**src/hdl/spsc_pkg.sv**
```systemverilog
`default_nettype none
package spsc_pkg;
    // clock and press timing
    localparam int CLK_HZ = 100_000_000;
    localparam int HOLD_TIME_MS = 4000;
    localparam int DEB_TIME_MS = 10;
    localparam int HOLD_CYC = HOLD_TIME_MS * (CLK_HZ / 1000);
    localparam int DEB_CYC = DEB_TIME_MS * (CLK_HZ / 1000);

    // power states, g3 means no ac power at all
    typedef enum logic [2:0] {
        ST_G3 = 3'h0,
        ST_S0 = 3'h1,
        ST_S1 = 3'h2,
        ST_S3 = 3'h3,
        ST_S4 = 3'h4,
        ST_S5 = 3'h5
    } spsc_state_t;

    // register port
    localparam int ADDR_W = 8;
    localparam int DATA_W = 32;
    localparam logic [7:0] ADDR_CTRL = 8'h00;
    localparam logic [7:0] ADDR_CMD = 8'h04;
    localparam logic [7:0] ADDR_STATUS = 8'h08;
    localparam logic [7:0] ADDR_INT_STAT = 8'h0C;
    localparam logic [7:0] ADDR_INT_MASK = 8'h10;

    // control register fields
    localparam int CTRL_W = 5;
    localparam int CTRL_SLEEP_S3 = 0;
    localparam int CTRL_PME_EN = 1;
    localparam int CTRL_S5_NET_EN = 2;
    localparam int CTRL_LAST_STATE = 3;
    localparam int CTRL_DUAL_LED = 4;
    localparam logic [4:0] CTRL_RESET = 5'h19;

    // command register: target state code in the low bits
    localparam int CMD_W = 3;

    // status register fields
    localparam int STS_STATE_LSB = 0;
    localparam int STS_LAST_ON = 3;
    localparam int STS_SW_HELD = 4;
    localparam int STS_WAKE_LSB = 5;

    // wake source indices
    localparam int WK_RISER = 0;
    localparam int WK_RTC = 1;
    localparam int WK_USB = 2;
    localparam int WK_PS2 = 3;
    localparam int WK_MODEM = 4;
    localparam int WK_LAN = 5;
    localparam int WK_PME = 6;
    localparam int WK_N = 7;

    // interrupt status bits
    localparam int INT_W = 5;
    localparam int IRQ_STATE = 0;
    localparam int IRQ_WAKE = 1;
    localparam int IRQ_SHORT = 2;
    localparam int IRQ_LONG = 3;
    localparam int IRQ_ACFAIL = 4;
    localparam logic [4:0] INT_MASK_RESET = 5'h00;
endpackage
`default_nettype wire

```
**src/hdl/spsc_sw_if.sv**
```systemverilog
`timescale 1ns/10ps
`default_nettype none
interface spsc_sw_if;
    logic held;
    logic short_press;
    logic long_press;
    modport src (output held, output short_press, output long_press);
    modport dst (input held, input short_press, input long_press);
endinterface
`default_nettype wire

```
**src/hdl/spsc_switch.sv**
```systemverilog
`timescale 1ns/10ps
`default_nettype none
module spsc_switch #(
    parameter int unsigned HOLD_CYCLES = spsc_pkg::HOLD_CYC,
    parameter int unsigned DEBOUNCE_CYCLES = spsc_pkg::DEB_CYC
) (
    input wire logic clock,
    input wire logic arst_n,
    input wire logic pwr_sw_n,
    spsc_sw_if.src sw
);
    import spsc_pkg::*;

    typedef struct packed {
        logic s1;
        logic s2;
        logic level;
        logic [31:0] deb_cnt;
        logic [31:0] hold_cnt;
        logic long_done;
        logic short_p;
        logic long_p;
    } spsc_sw_st_t;

    spsc_sw_st_t s_r;
    spsc_sw_st_t s_nxt;

    // debounce, then time the hold against the long-press threshold
    always_comb begin
        s_nxt = s_r;
        s_nxt.s1 = ~pwr_sw_n;
        s_nxt.s2 = s_r.s1;
        s_nxt.short_p = 1'b0;
        s_nxt.long_p = 1'b0;
        if (s_r.s2 != s_r.level) begin
            if (s_r.deb_cnt >= DEBOUNCE_CYCLES - 1) begin
                s_nxt.level = s_r.s2;
                s_nxt.deb_cnt = 32'h0;
            end else begin
                s_nxt.deb_cnt = 32'(s_r.deb_cnt + 32'h1);
            end
        end else begin
            s_nxt.deb_cnt = 32'h0;
        end
        // counter saturates so a stuck switch never wraps to a second event
        if (s_r.level) begin
            if (s_r.hold_cnt < HOLD_CYCLES) begin
                s_nxt.hold_cnt = 32'(s_r.hold_cnt + 32'h1);
            end
            if (s_r.hold_cnt == HOLD_CYCLES - 1) begin
                s_nxt.long_p = 1'b1;
                s_nxt.long_done = 1'b1;
            end
        end else begin
            s_nxt.hold_cnt = 32'h0;
            s_nxt.long_done = 1'b0;
            // short press is reported on release, only if long never fired
            if (s_r.hold_cnt != 32'h0 && !s_r.long_done) begin
                s_nxt.short_p = 1'b1;
            end
        end
    end

    always_ff @(posedge clock or negedge arst_n) begin
        if (!arst_n) begin
            s_r <= '0;
        end else begin
            s_r <= s_nxt;
        end
    end

    assign sw.held = s_r.level;
    assign sw.short_press = s_r.short_p;
    assign sw.long_press = s_r.long_p;
endmodule
`default_nettype wire

```
**src/hdl/spsc_top.sv**
```systemverilog
// Chosen here: the address map and the address-and-strobe port.
`timescale 1ns/10ps
`default_nettype none
module spsc_top #(
    parameter int unsigned HOLD_CYCLES = spsc_pkg::HOLD_CYC,
    parameter int unsigned DEBOUNCE_CYCLES = spsc_pkg::DEB_CYC
) (
    input wire logic clock,
    input wire logic arst_n,
    input wire logic [spsc_pkg::ADDR_W-1:0] reg_addr,
    input wire logic [spsc_pkg::DATA_W-1:0] reg_wdata,
    input wire logic reg_wr,
    input wire logic reg_rd,
    output logic [spsc_pkg::DATA_W-1:0] reg_rdata,
    input wire logic pwr_sw_n,
    input wire logic ac_power_ok,
    input wire logic riser_wake,
    input wire logic rtc_alarm,
    input wire logic usb_wake,
    input wire logic ps2_wake,
    input wire logic modem_ring,
    input wire logic lan_wake,
    input wire logic pci_power_event_wake_n,
    output logic psu_on,
    output logic cpu_stop,
    output logic fan_cpu_en,
    output logic fan_front_en,
    output logic fan_rear_en,
    output logic led_power_green,
    output logic led_power_amber,
    output logic led_standby,
    output logic irq
);
    import spsc_pkg::*;

    typedef struct packed {
        logic ac1;
        logic ac2;
        logic [WK_N-1:0] wk1;
        logic [WK_N-1:0] wk2;
        spsc_state_t state;
        logic last_on;
        logic [CTRL_W-1:0] ctrl;
        logic [INT_W-1:0] int_stat;
        logic [INT_W-1:0] int_mask;
        logic [DATA_W-1:0] rdata;
        logic psu;
        logic fan;
        logic stop;
        logic led_g;
        logic led_a;
        logic led_sb;
    } spsc_top_st_t;

    spsc_top_st_t s_r;
    spsc_top_st_t s_nxt;
    spsc_sw_if sw_if ();
    logic [WK_N-1:0] wk_raw;
    logic wake_hit;
    logic cmd_wr;
    spsc_state_t cmd_tgt;

    // switch conditioning lives in its own module
    spsc_switch #(
        .HOLD_CYCLES(HOLD_CYCLES),
        .DEBOUNCE_CYCLES(DEBOUNCE_CYCLES)
    ) u_switch (
        .clock(clock),
        .arst_n(arst_n),
        .pwr_sw_n(pwr_sw_n),
        .sw(sw_if.src)
    );

    // main rails and fans run only in S0 and S1
    function automatic logic is_running(input spsc_state_t st);
        is_running = (st == ST_S0) || (st == ST_S1);
    endfunction

    function automatic logic is_asleep(input spsc_state_t st);
        is_asleep = (st == ST_S1) || (st == ST_S3) ||
                    (st == ST_S4) || (st == ST_S5);
    endfunction

    // per-state eligibility of each wake source
    function automatic logic wake_ok(input spsc_state_t st,
                                     input logic [WK_N-1:0] src,
                                     input logic [CTRL_W-1:0] ctl);
        logic light;
        logic deep_ok;
        logic any;
        light = (st == ST_S1) || (st == ST_S3);
        deep_ok = (st != ST_S5) || ctl[CTRL_S5_NET_EN];
        any = src[WK_RISER] || src[WK_RTC];
        if (light && (src[WK_USB] || src[WK_PS2] || src[WK_MODEM])) begin
            any = 1'b1;
        end
        if (deep_ok && src[WK_LAN]) begin
            any = 1'b1;
        end
        if (deep_ok && ctl[CTRL_PME_EN] && src[WK_PME]) begin
            any = 1'b1;
        end
        wake_ok = is_asleep(st) && any;
    endfunction

    // the power-event line is active low, the rest active high
    assign wk_raw[WK_RISER] = riser_wake;
    assign wk_raw[WK_RTC] = rtc_alarm;
    assign wk_raw[WK_USB] = usb_wake;
    assign wk_raw[WK_PS2] = ps2_wake;
    assign wk_raw[WK_MODEM] = modem_ring;
    assign wk_raw[WK_LAN] = lan_wake;
    assign wk_raw[WK_PME] = ~pci_power_event_wake_n;

    // decode of the command write and the wake qualifier
    assign wake_hit = wake_ok(s_r.state, s_r.wk2, s_r.ctrl);
    assign cmd_wr = reg_wr && (reg_addr == ADDR_CMD);
    assign cmd_tgt = spsc_state_t'(reg_wdata[CMD_W-1:0]);

    // next-state logic: ac loss first, then switch, wake, software
    always_comb begin
        s_nxt = s_r;
        s_nxt.ac1 = ac_power_ok;
        s_nxt.ac2 = s_r.ac1;
        s_nxt.wk1 = wk_raw;
        s_nxt.wk2 = s_r.wk1;
        if (!s_r.ac2) begin
            s_nxt.state = ST_G3;
        end else if (s_r.state == ST_G3) begin
            // a cold start reads as off, so default is soft-off
            if (s_r.ctrl[CTRL_LAST_STATE] && s_r.last_on) begin
                s_nxt.state = ST_S0;
            end else begin
                s_nxt.state = ST_S5;
            end
        end else if (sw_if.long_press && s_r.state != ST_S5) begin
            s_nxt.state = ST_S5;
        end else if (sw_if.short_press) begin
            if (s_r.state == ST_S0) begin
                s_nxt.state = s_r.ctrl[CTRL_SLEEP_S3] ? ST_S3 : ST_S1;
            end else begin
                s_nxt.state = ST_S0;
            end
        end else if (wake_hit) begin
            // last working state is always S0, S1, S3 and S4 are only entered from it
            s_nxt.state = ST_S0;
        end else if (cmd_wr) begin
            if (s_r.state == ST_S0 && is_asleep(cmd_tgt)) begin
                s_nxt.state = cmd_tgt;
            end else if (s_r.state == ST_S1 &&
                         (cmd_tgt == ST_S0 || cmd_tgt == ST_S5)) begin
                s_nxt.state = cmd_tgt;
            end
        end
        // remembered across the outage; frozen while in g3
        if (s_r.state != ST_G3) begin
            s_nxt.last_on = is_running(s_r.state);
        end

        // register writes, ahead of the outputs that depend on them
        if (reg_wr && reg_addr == ADDR_CTRL) begin
            s_nxt.ctrl = reg_wdata[CTRL_W-1:0];
        end
        if (reg_wr && reg_addr == ADDR_INT_MASK) begin
            s_nxt.int_mask = reg_wdata[INT_W-1:0];
        end

        // outputs follow the next state so they stay flop-driven; standby follows the synced ac
        s_nxt.psu = is_running(s_nxt.state);
        s_nxt.fan = is_running(s_nxt.state);
        s_nxt.stop = (s_nxt.state == ST_S1);
        s_nxt.led_g = is_running(s_nxt.state);
        s_nxt.led_a = (s_nxt.state == ST_S3) &&
                      s_nxt.ctrl[CTRL_DUAL_LED];
        s_nxt.led_sb = s_r.ac2;

        // read data stands for exactly one cycle, unmapped reads zero
        s_nxt.rdata = '0;
        if (reg_rd) begin
            case (reg_addr)
                ADDR_CTRL: begin
                    s_nxt.rdata[CTRL_W-1:0] = s_r.ctrl;
                end
                ADDR_STATUS: begin
                    s_nxt.rdata[STS_STATE_LSB+:3] = s_r.state;
                    s_nxt.rdata[STS_LAST_ON] = s_r.last_on;
                    s_nxt.rdata[STS_SW_HELD] = sw_if.held;
                    s_nxt.rdata[STS_WAKE_LSB+:WK_N] = s_r.wk2;
                end
                ADDR_INT_STAT: begin
                    s_nxt.rdata[INT_W-1:0] = s_r.int_stat;
                end
                ADDR_INT_MASK: begin
                    s_nxt.rdata[INT_W-1:0] = s_r.int_mask;
                end
                default: begin
                    s_nxt.rdata = '0;
                end
            endcase
        end

        // sticky events; a read clears but a same-cycle event survives
        if (reg_rd && reg_addr == ADDR_INT_STAT) begin
            s_nxt.int_stat = '0;
        end
        if (s_nxt.state != s_r.state) begin
            s_nxt.int_stat[IRQ_STATE] = 1'b1;
        end
        if (wake_hit) begin
            s_nxt.int_stat[IRQ_WAKE] = 1'b1;
        end
        if (sw_if.short_press) begin
            s_nxt.int_stat[IRQ_SHORT] = 1'b1;
        end
        if (sw_if.long_press) begin
            s_nxt.int_stat[IRQ_LONG] = 1'b1;
        end
        if (!s_r.ac2 && s_r.state != ST_G3) begin
            s_nxt.int_stat[IRQ_ACFAIL] = 1'b1;
        end
    end

    // the one state register; reset leaves the system unpowered
    always_ff @(posedge clock or negedge arst_n) begin
        if (!arst_n) begin
            s_r <= '0;
            s_r.state <= ST_G3;
            s_r.ctrl <= CTRL_RESET;
            s_r.int_mask <= INT_MASK_RESET;
        end else begin
            s_r <= s_nxt;
        end
    end

    // outputs
    assign reg_rdata = s_r.rdata;
    assign psu_on = s_r.psu;
    assign cpu_stop = s_r.stop;
    assign fan_cpu_en = s_r.fan;
    assign fan_front_en = s_r.fan;
    assign fan_rear_en = s_r.fan;
    assign led_power_green = s_r.led_g;
    assign led_power_amber = s_r.led_a;
    assign led_standby = s_r.led_sb;
    assign irq = |(s_r.int_stat & s_r.int_mask);
endmodule
`default_nettype wire

```
**config.mk**
```make
export PLATFORM = sky130hd
export DESIGN_NAME = spsc_top
export DESIGN_NICKNAME = d
export VERILOG_FILES = /design/src/hdl/spsc_pkg.sv /design/src/hdl/spsc_sw_if.sv /design/src/hdl/spsc_switch.sv /design/src/hdl/spsc_top.sv
export SDC_FILE = /design/constraint.sdc
export NUM_CORES = 1
export LEC_CHECK = 0
export BUFFER_PORTS_ARGS = -buffer_cell sky130_fd_sc_hd__buf_4
export CORE_UTILIZATION = 60
export CTS_CLUSTER_SIZE = 12
export DETAILED_ROUTE_END_ITERATION = 6
export PLACE_DENSITY = 0.86
export SLEW_MARGIN = 20
export SYNTH_ARGS = -nofsm -noshare
export SYNTH_HDL_FRONTEND = slang
export SYNTH_SLANG_ARGS = --single-unit
```
**constraint.sdc**
```tcl
create_clock -name clock -period 4.9 [get_ports clock]
set_input_delay 1.225 -clock clock [delete_from_list [all_inputs] [get_ports clock]]
set_output_delay 1.225 -clock clock [all_outputs]
set_load 0.05 [all_outputs]
```
==> results_tabular.tex <==
\begin{tabular}{lr}
\hline
Metric & Value \\
\hline
\multicolumn{2}{l}{\textbf{Status}} \\
\quad Status & finished, final reports clean \\
\multicolumn{2}{l}{\textbf{Routing}} \\
\quad Initial DRT Pass Iterations & 4 \\
\quad Number of antenna-violating nets in the routed design & 0 \\
\quad Drt initial violations & 250 \\
\quad Via/cell ratio & $\sim$5.8 \\
\quad Via count & 4168 \\
\quad Remaining routing DRC violations & 0 \\
\quad Final routed wire length divided by cell count & 16.07 um \\
\quad Detailed Route WL & about 12 mm \\
\multicolumn{2}{l}{\textbf{Synth}} \\
\quad Syn Std Cell Area & roughly 0.0057 mm2 \\
\quad Cell with the most instances after synthesis & sky130\_fd\_sc\_hd\_\_dfrtp\_1 \\
\quad Share of flip-flops with an asynchronous set or reset after synthesis & 100.0\% \\
\quad Syn Inst Count & 534 \\
\quad Largest area contributor in the netlist & sky130\_fd\_sc\_hd\_\_dfrtp\_1 \\
\quad Number of flops mapped to enable cells by yosys & 0 \\
\quad Area contributors post-synth & sky130\_fd\_sc\_hd\_\_dfrtp\_1, sky130\_fd\_sc\_hd\_\_buf\_4, sky130\_fd\_sc\_hd\_\_and2\_1 \\
\quad Distinct cell type count after synthesis & 63 \\
\quad Warning count from the yosys run & 0 \\
\quad Most common flop cell mapped by yosys & sky130\_fd\_sc\_hd\_\_dfrtp\_1 \\
\quad Area fraction of the dominant cell type after synthesis & between 50\% and 60\% \\
\quad Commonest cells in the synthesized netlist & sky130\_fd\_sc\_hd\_\_dfrtp\_1, sky130\_fd\_sc\_hd\_\_nor2\_1, sky130\_fd\_sc\_hd\_\_buf\_4 \\
\quad Register bit count reported by yosys & roughly 120 \\
\quad Sequential-to-total area share from yosys stat & 52.78\% \\
\quad Syn\_area\_per\_cell & $\sim$11 um2 \\
\multicolumn{2}{l}{\textbf{Pwr}} \\
\quad Static leakage & between 3 and 4 nW \\
\quad Total power of the final layout & between 2 and 3 mW \\
\quad Worst IR drop on VDD & about 0.00020 V \\
\quad Total power per unit cell area & 398.9 mW/mm2 \\
\multicolumn{2}{l}{\textbf{Critical path}} \\
\quad Largest stage delay on the critical path & about 0.55 ns \\
\quad Setup slack of the worst register-to-register path & between 2 and 2.5 ns \\
\quad Cell-by-cell listing of the critical path & buf\_4, or4\_1, nor2\_2, and4b\_1, mux2\_2, nand2\_1, nor3\_1 \\
\quad Maximum fanout along the worst path & 16 \\
\quad Critical Path RT & 5.30 ns \\
\quad Critical Path Sink Type & flip-flop \\
\quad Worst reg2reg startpoint & s\_r[54] \\
\quad Critical path start-end classification & input pin to flip-flop \\
\quad Top delay family on crit path & simple AND/OR/NAND/NOR gates \\
\quad Launch point of the worst path & reg\_addr[0] \\
\quad Arrival time at the worst endpoint & about 3.4 ns \\
\quad Slowest cell on crit path & sky130\_fd\_sc\_hd\_\_or4\_1 \\
\quad Startpoint kind of the worst setup timing path & input pin \\
\quad Buffer and inverter count on the worst path & 1 \\
\multicolumn{2}{l}{\textbf{Timing}} \\
\quad Final period utilization & roughly three fifths \\
\quad Setup slack of the critical path after layout & around 1.9 ns \\
\quad Sum of negative setup slack & 0 ns \\
\quad Number of failing hold endpoints at the final stage & 0 \\
\quad Unrepaired setup endpoints after global routing & false \\
\quad Maximum frequency from static timing analysis & about 330 MHz \\
\quad Transition time at the pin with the least slew margin & 0.8855 ns \\
\quad Slew margin rel. & roughly two fifths \\
\quad Total count of max-transition violations in the final report & 0 \\
\quad Min cycle time layout & just over 3 ns \\
\quad Final setup fails & 0 \\
\quad Largest clock skew in the final design & approximately 0.014 ns \\
\quad Smallest hold slack & 0.3468 ns \\
\multicolumn{2}{l}{\textbf{Global routing}} \\
\quad Global-route wire length before repair & roughly 19 mm \\
\quad Total global routing overflow & 0 \\
\quad Vias in the first global route & 4225 \\
\quad Maximum number of pins on one net before global-route repair & 62 \\
\quad Aggregate global-route resource usage & roughly a quarter \\
\quad Antenna violations before repair & 0 \\
\multicolumn{2}{l}{\textbf{Clocking}} \\
\quad Clock Root Buffer & sky130\_fd\_sc\_hd\_\_clkbuf\_8 \\
\quad Number of setup buffers added after CTS & 0 \\
\quad Bufs on Longest Clock Path & 2 \\
\quad Sink count of the clock tree & around 120 \\
\quad Source-to-sink clock delay at the later pin of the worst-skew pair & around 0.53 ns \\
\quad Clock tree from TritonCTS & yes \\
\quad CTS-repair resized insts & 0 \\
\quad Number of clock buffers inserted by TritonCTS & 17 \\
\quad H-tree depth reported by CTS & 4 \\
\quad Number of hold buffers added after CTS & 0 \\
\quad Post-CTS clock slew at the launch and capture registers of the worst setup and hold paths & about 0.060 ns \\
\multicolumn{2}{l}{\textbf{Finish}} \\
\quad Area growth from synthesis to final layout & 15.23\% \\
\quad Nets@finish & between 600 and 700 \\
\quad Count of placed standard cells in the final layout, fillers left out & roughly 720 \\
\quad Post-Route Utilization & a little under three quarters \\
\quad Antenna Diode Count & 0 \\
\quad Ratio of cells with drive above 1 in the final layout & a little under a fifth \\
\quad Area of all placed cells without fillers & between 0.006 and 0.007 mm2 \\
\multicolumn{2}{l}{\textbf{Hold path}} \\
\quad Startpoint of the worst hold path & s\_nxt[58] \\
\quad Tightest Hold Check Type & flip-flop to flip-flop \\
\multicolumn{2}{l}{\textbf{Placed design}} \\
\quad Cell total after placement & a little under 700 \\
\quad Weighted congestion at the end of routability-driven global placement & 0.9161 \\
\quad HPWL Detailed & roughly 7.4 mm \\
\quad Area of placed instances & approximately 0.0061 mm2 \\
\quad Pre-CTS setup slack & between 1 and 1.5 ns \\
\quad Count of input and output buffers & 46 \\
\multicolumn{2}{l}{\textbf{Floorplanning}} \\
\quad Width of the chip & between 90 and 100 um \\
\quad \# rows & 35 \\
\quad IO Pins & 94 \\
\quad Core Area & between 0.009 and 0.01 mm2 \\
\quad Die area & between 0.009 and 0.01 mm2 \\
\quad Die height & 99.85 um \\
\quad Initial Utilization & a little over 60\% \\
\multicolumn{2}{l}{\textbf{Flow run}} \\
\quad Total of max-cap violations & 0 \\
\hline
\end{tabular}
==> worst reg2reg max path, delay by kind of cell, from the launching register on <==
family	cells	cell delay, ns
compound gates	3	0.92
flops	1	0.60
simple gates	3	0.96
==> power by group <==
part           switching (mW)  leakage (nW)  internal (mW)
clock network           0.517         0.272          0.650
logic                   0.260          1.23          0.122
registers              0.0535          1.57           1.04
==> state kept, by name, summed over array words and instances, names as in the netlist <==
register / flops
cpu_stop: 1
led_power_amber: 1
led_power_green: 1
led_standby: 1
reg_rdata: 12
s_nxt: 9
s_r: 26
u_switch.s_nxt: 1
u_switch.s_r: 66
u_switch.sw.held: 1
u_switch.sw.long_press: 1
u_switch.sw.short_press: 1
==> per-layer routing <==
layer | wire length, um | vias up | global-route usage, %
met2 | 5784 | 186 | 42.44
met3 | 658 | 47 | 6.267
met4 | 488 | 0 | 14.93
li1 | - | 1915 | -
met5 | 0 | - | 0
met1 | 4704 | 2020 | 30.14
==> placed cells by master, fill, tap and decap left out, types with 7 or more instances in the layout <==
| cell | Yosys | final |
|---|---|---|
| sky130_fd_sc_hd__nand2_1 | 35 | 35 |
| sky130_fd_sc_hd__nor2_1 | 42 | 42 |
| sky130_fd_sc_hd__inv_1 | 16 | 16 |
| sky130_fd_sc_hd__nand4_1 | 20 | 20 |
| sky130_fd_sc_hd__clkbuf_16 | 0 | 16 |
| sky130_fd_sc_hd__mux2_2 | 16 | 16 |
| sky130_fd_sc_hd__nor3_1 | 13 | 13 |
| sky130_fd_sc_hd__nor4_1 | 10 | 10 |
| sky130_fd_sc_hd__and4_1 | 9 | 9 |
| sky130_fd_sc_hd__conb_1 | 1 | 32 |
| sky130_fd_sc_hd__o21ai_0 | 10 | 10 |
| sky130_fd_sc_hd__buf_4 | 37 | 50 |
| sky130_fd_sc_hd__dfrtp_1 | 118 | 118 |
| sky130_fd_sc_hd__xor2_1 | 20 | 20 |
| sky130_fd_sc_hd__xnor2_1 | 20 | 20 |
| sky130_fd_sc_hd__inv_6 | 0 | 7 |
| sky130_fd_sc_hd__and2_1 | 34 | 34 |
| sky130_fd_sc_hd__and3_1 | 10 | 10 |
| sky130_fd_sc_hd__nand3_1 | 19 | 19 |
| sky130_fd_sc_hd__a21oi_1 | 7 | 7 |
==> final timing paths <==
path / to / cells past startpoint
hold reg to reg: s_r[58] / 0
max in group asynchronous: s_r[51] / 2
hold / removal: s_r[58] / 0
setup reg to reg: led_power_amber / 6
setup / recovery: led_power_amber / 7
min in group asynchronous: reg_rdata[5] / 1
==> final cells by class <==
| class | count | area, um2 |
|---|---|---|
| tap | 129 | 161.4 |
| clock buffer | 17 | 414.1 |
| sequential | 121 | 3032 |
| multi-input combinational | 376 | 2430 |
| clock inverter | 15 | 146.4 |
| fill | 612 | 2621 |
| timing repair buffer | 50 | 375.4 |
| inverter | 16 | 60.06 |
==> logic make-up (layout without fill, tap and decap cells) <==
group	Yosys count	after routing	synth area share (%)
compound gates	65	65	8.865
xor+xnor	40	40	6.099
fa+ha+maj	4	4	0.8713
buf+inv	68	98	6.949
flops	121	121	52.78
mux	20	20	3.834
other cells	1	32	0.06528
simple gates	215	215	20.54
Power figures use the tool's default switching activity.
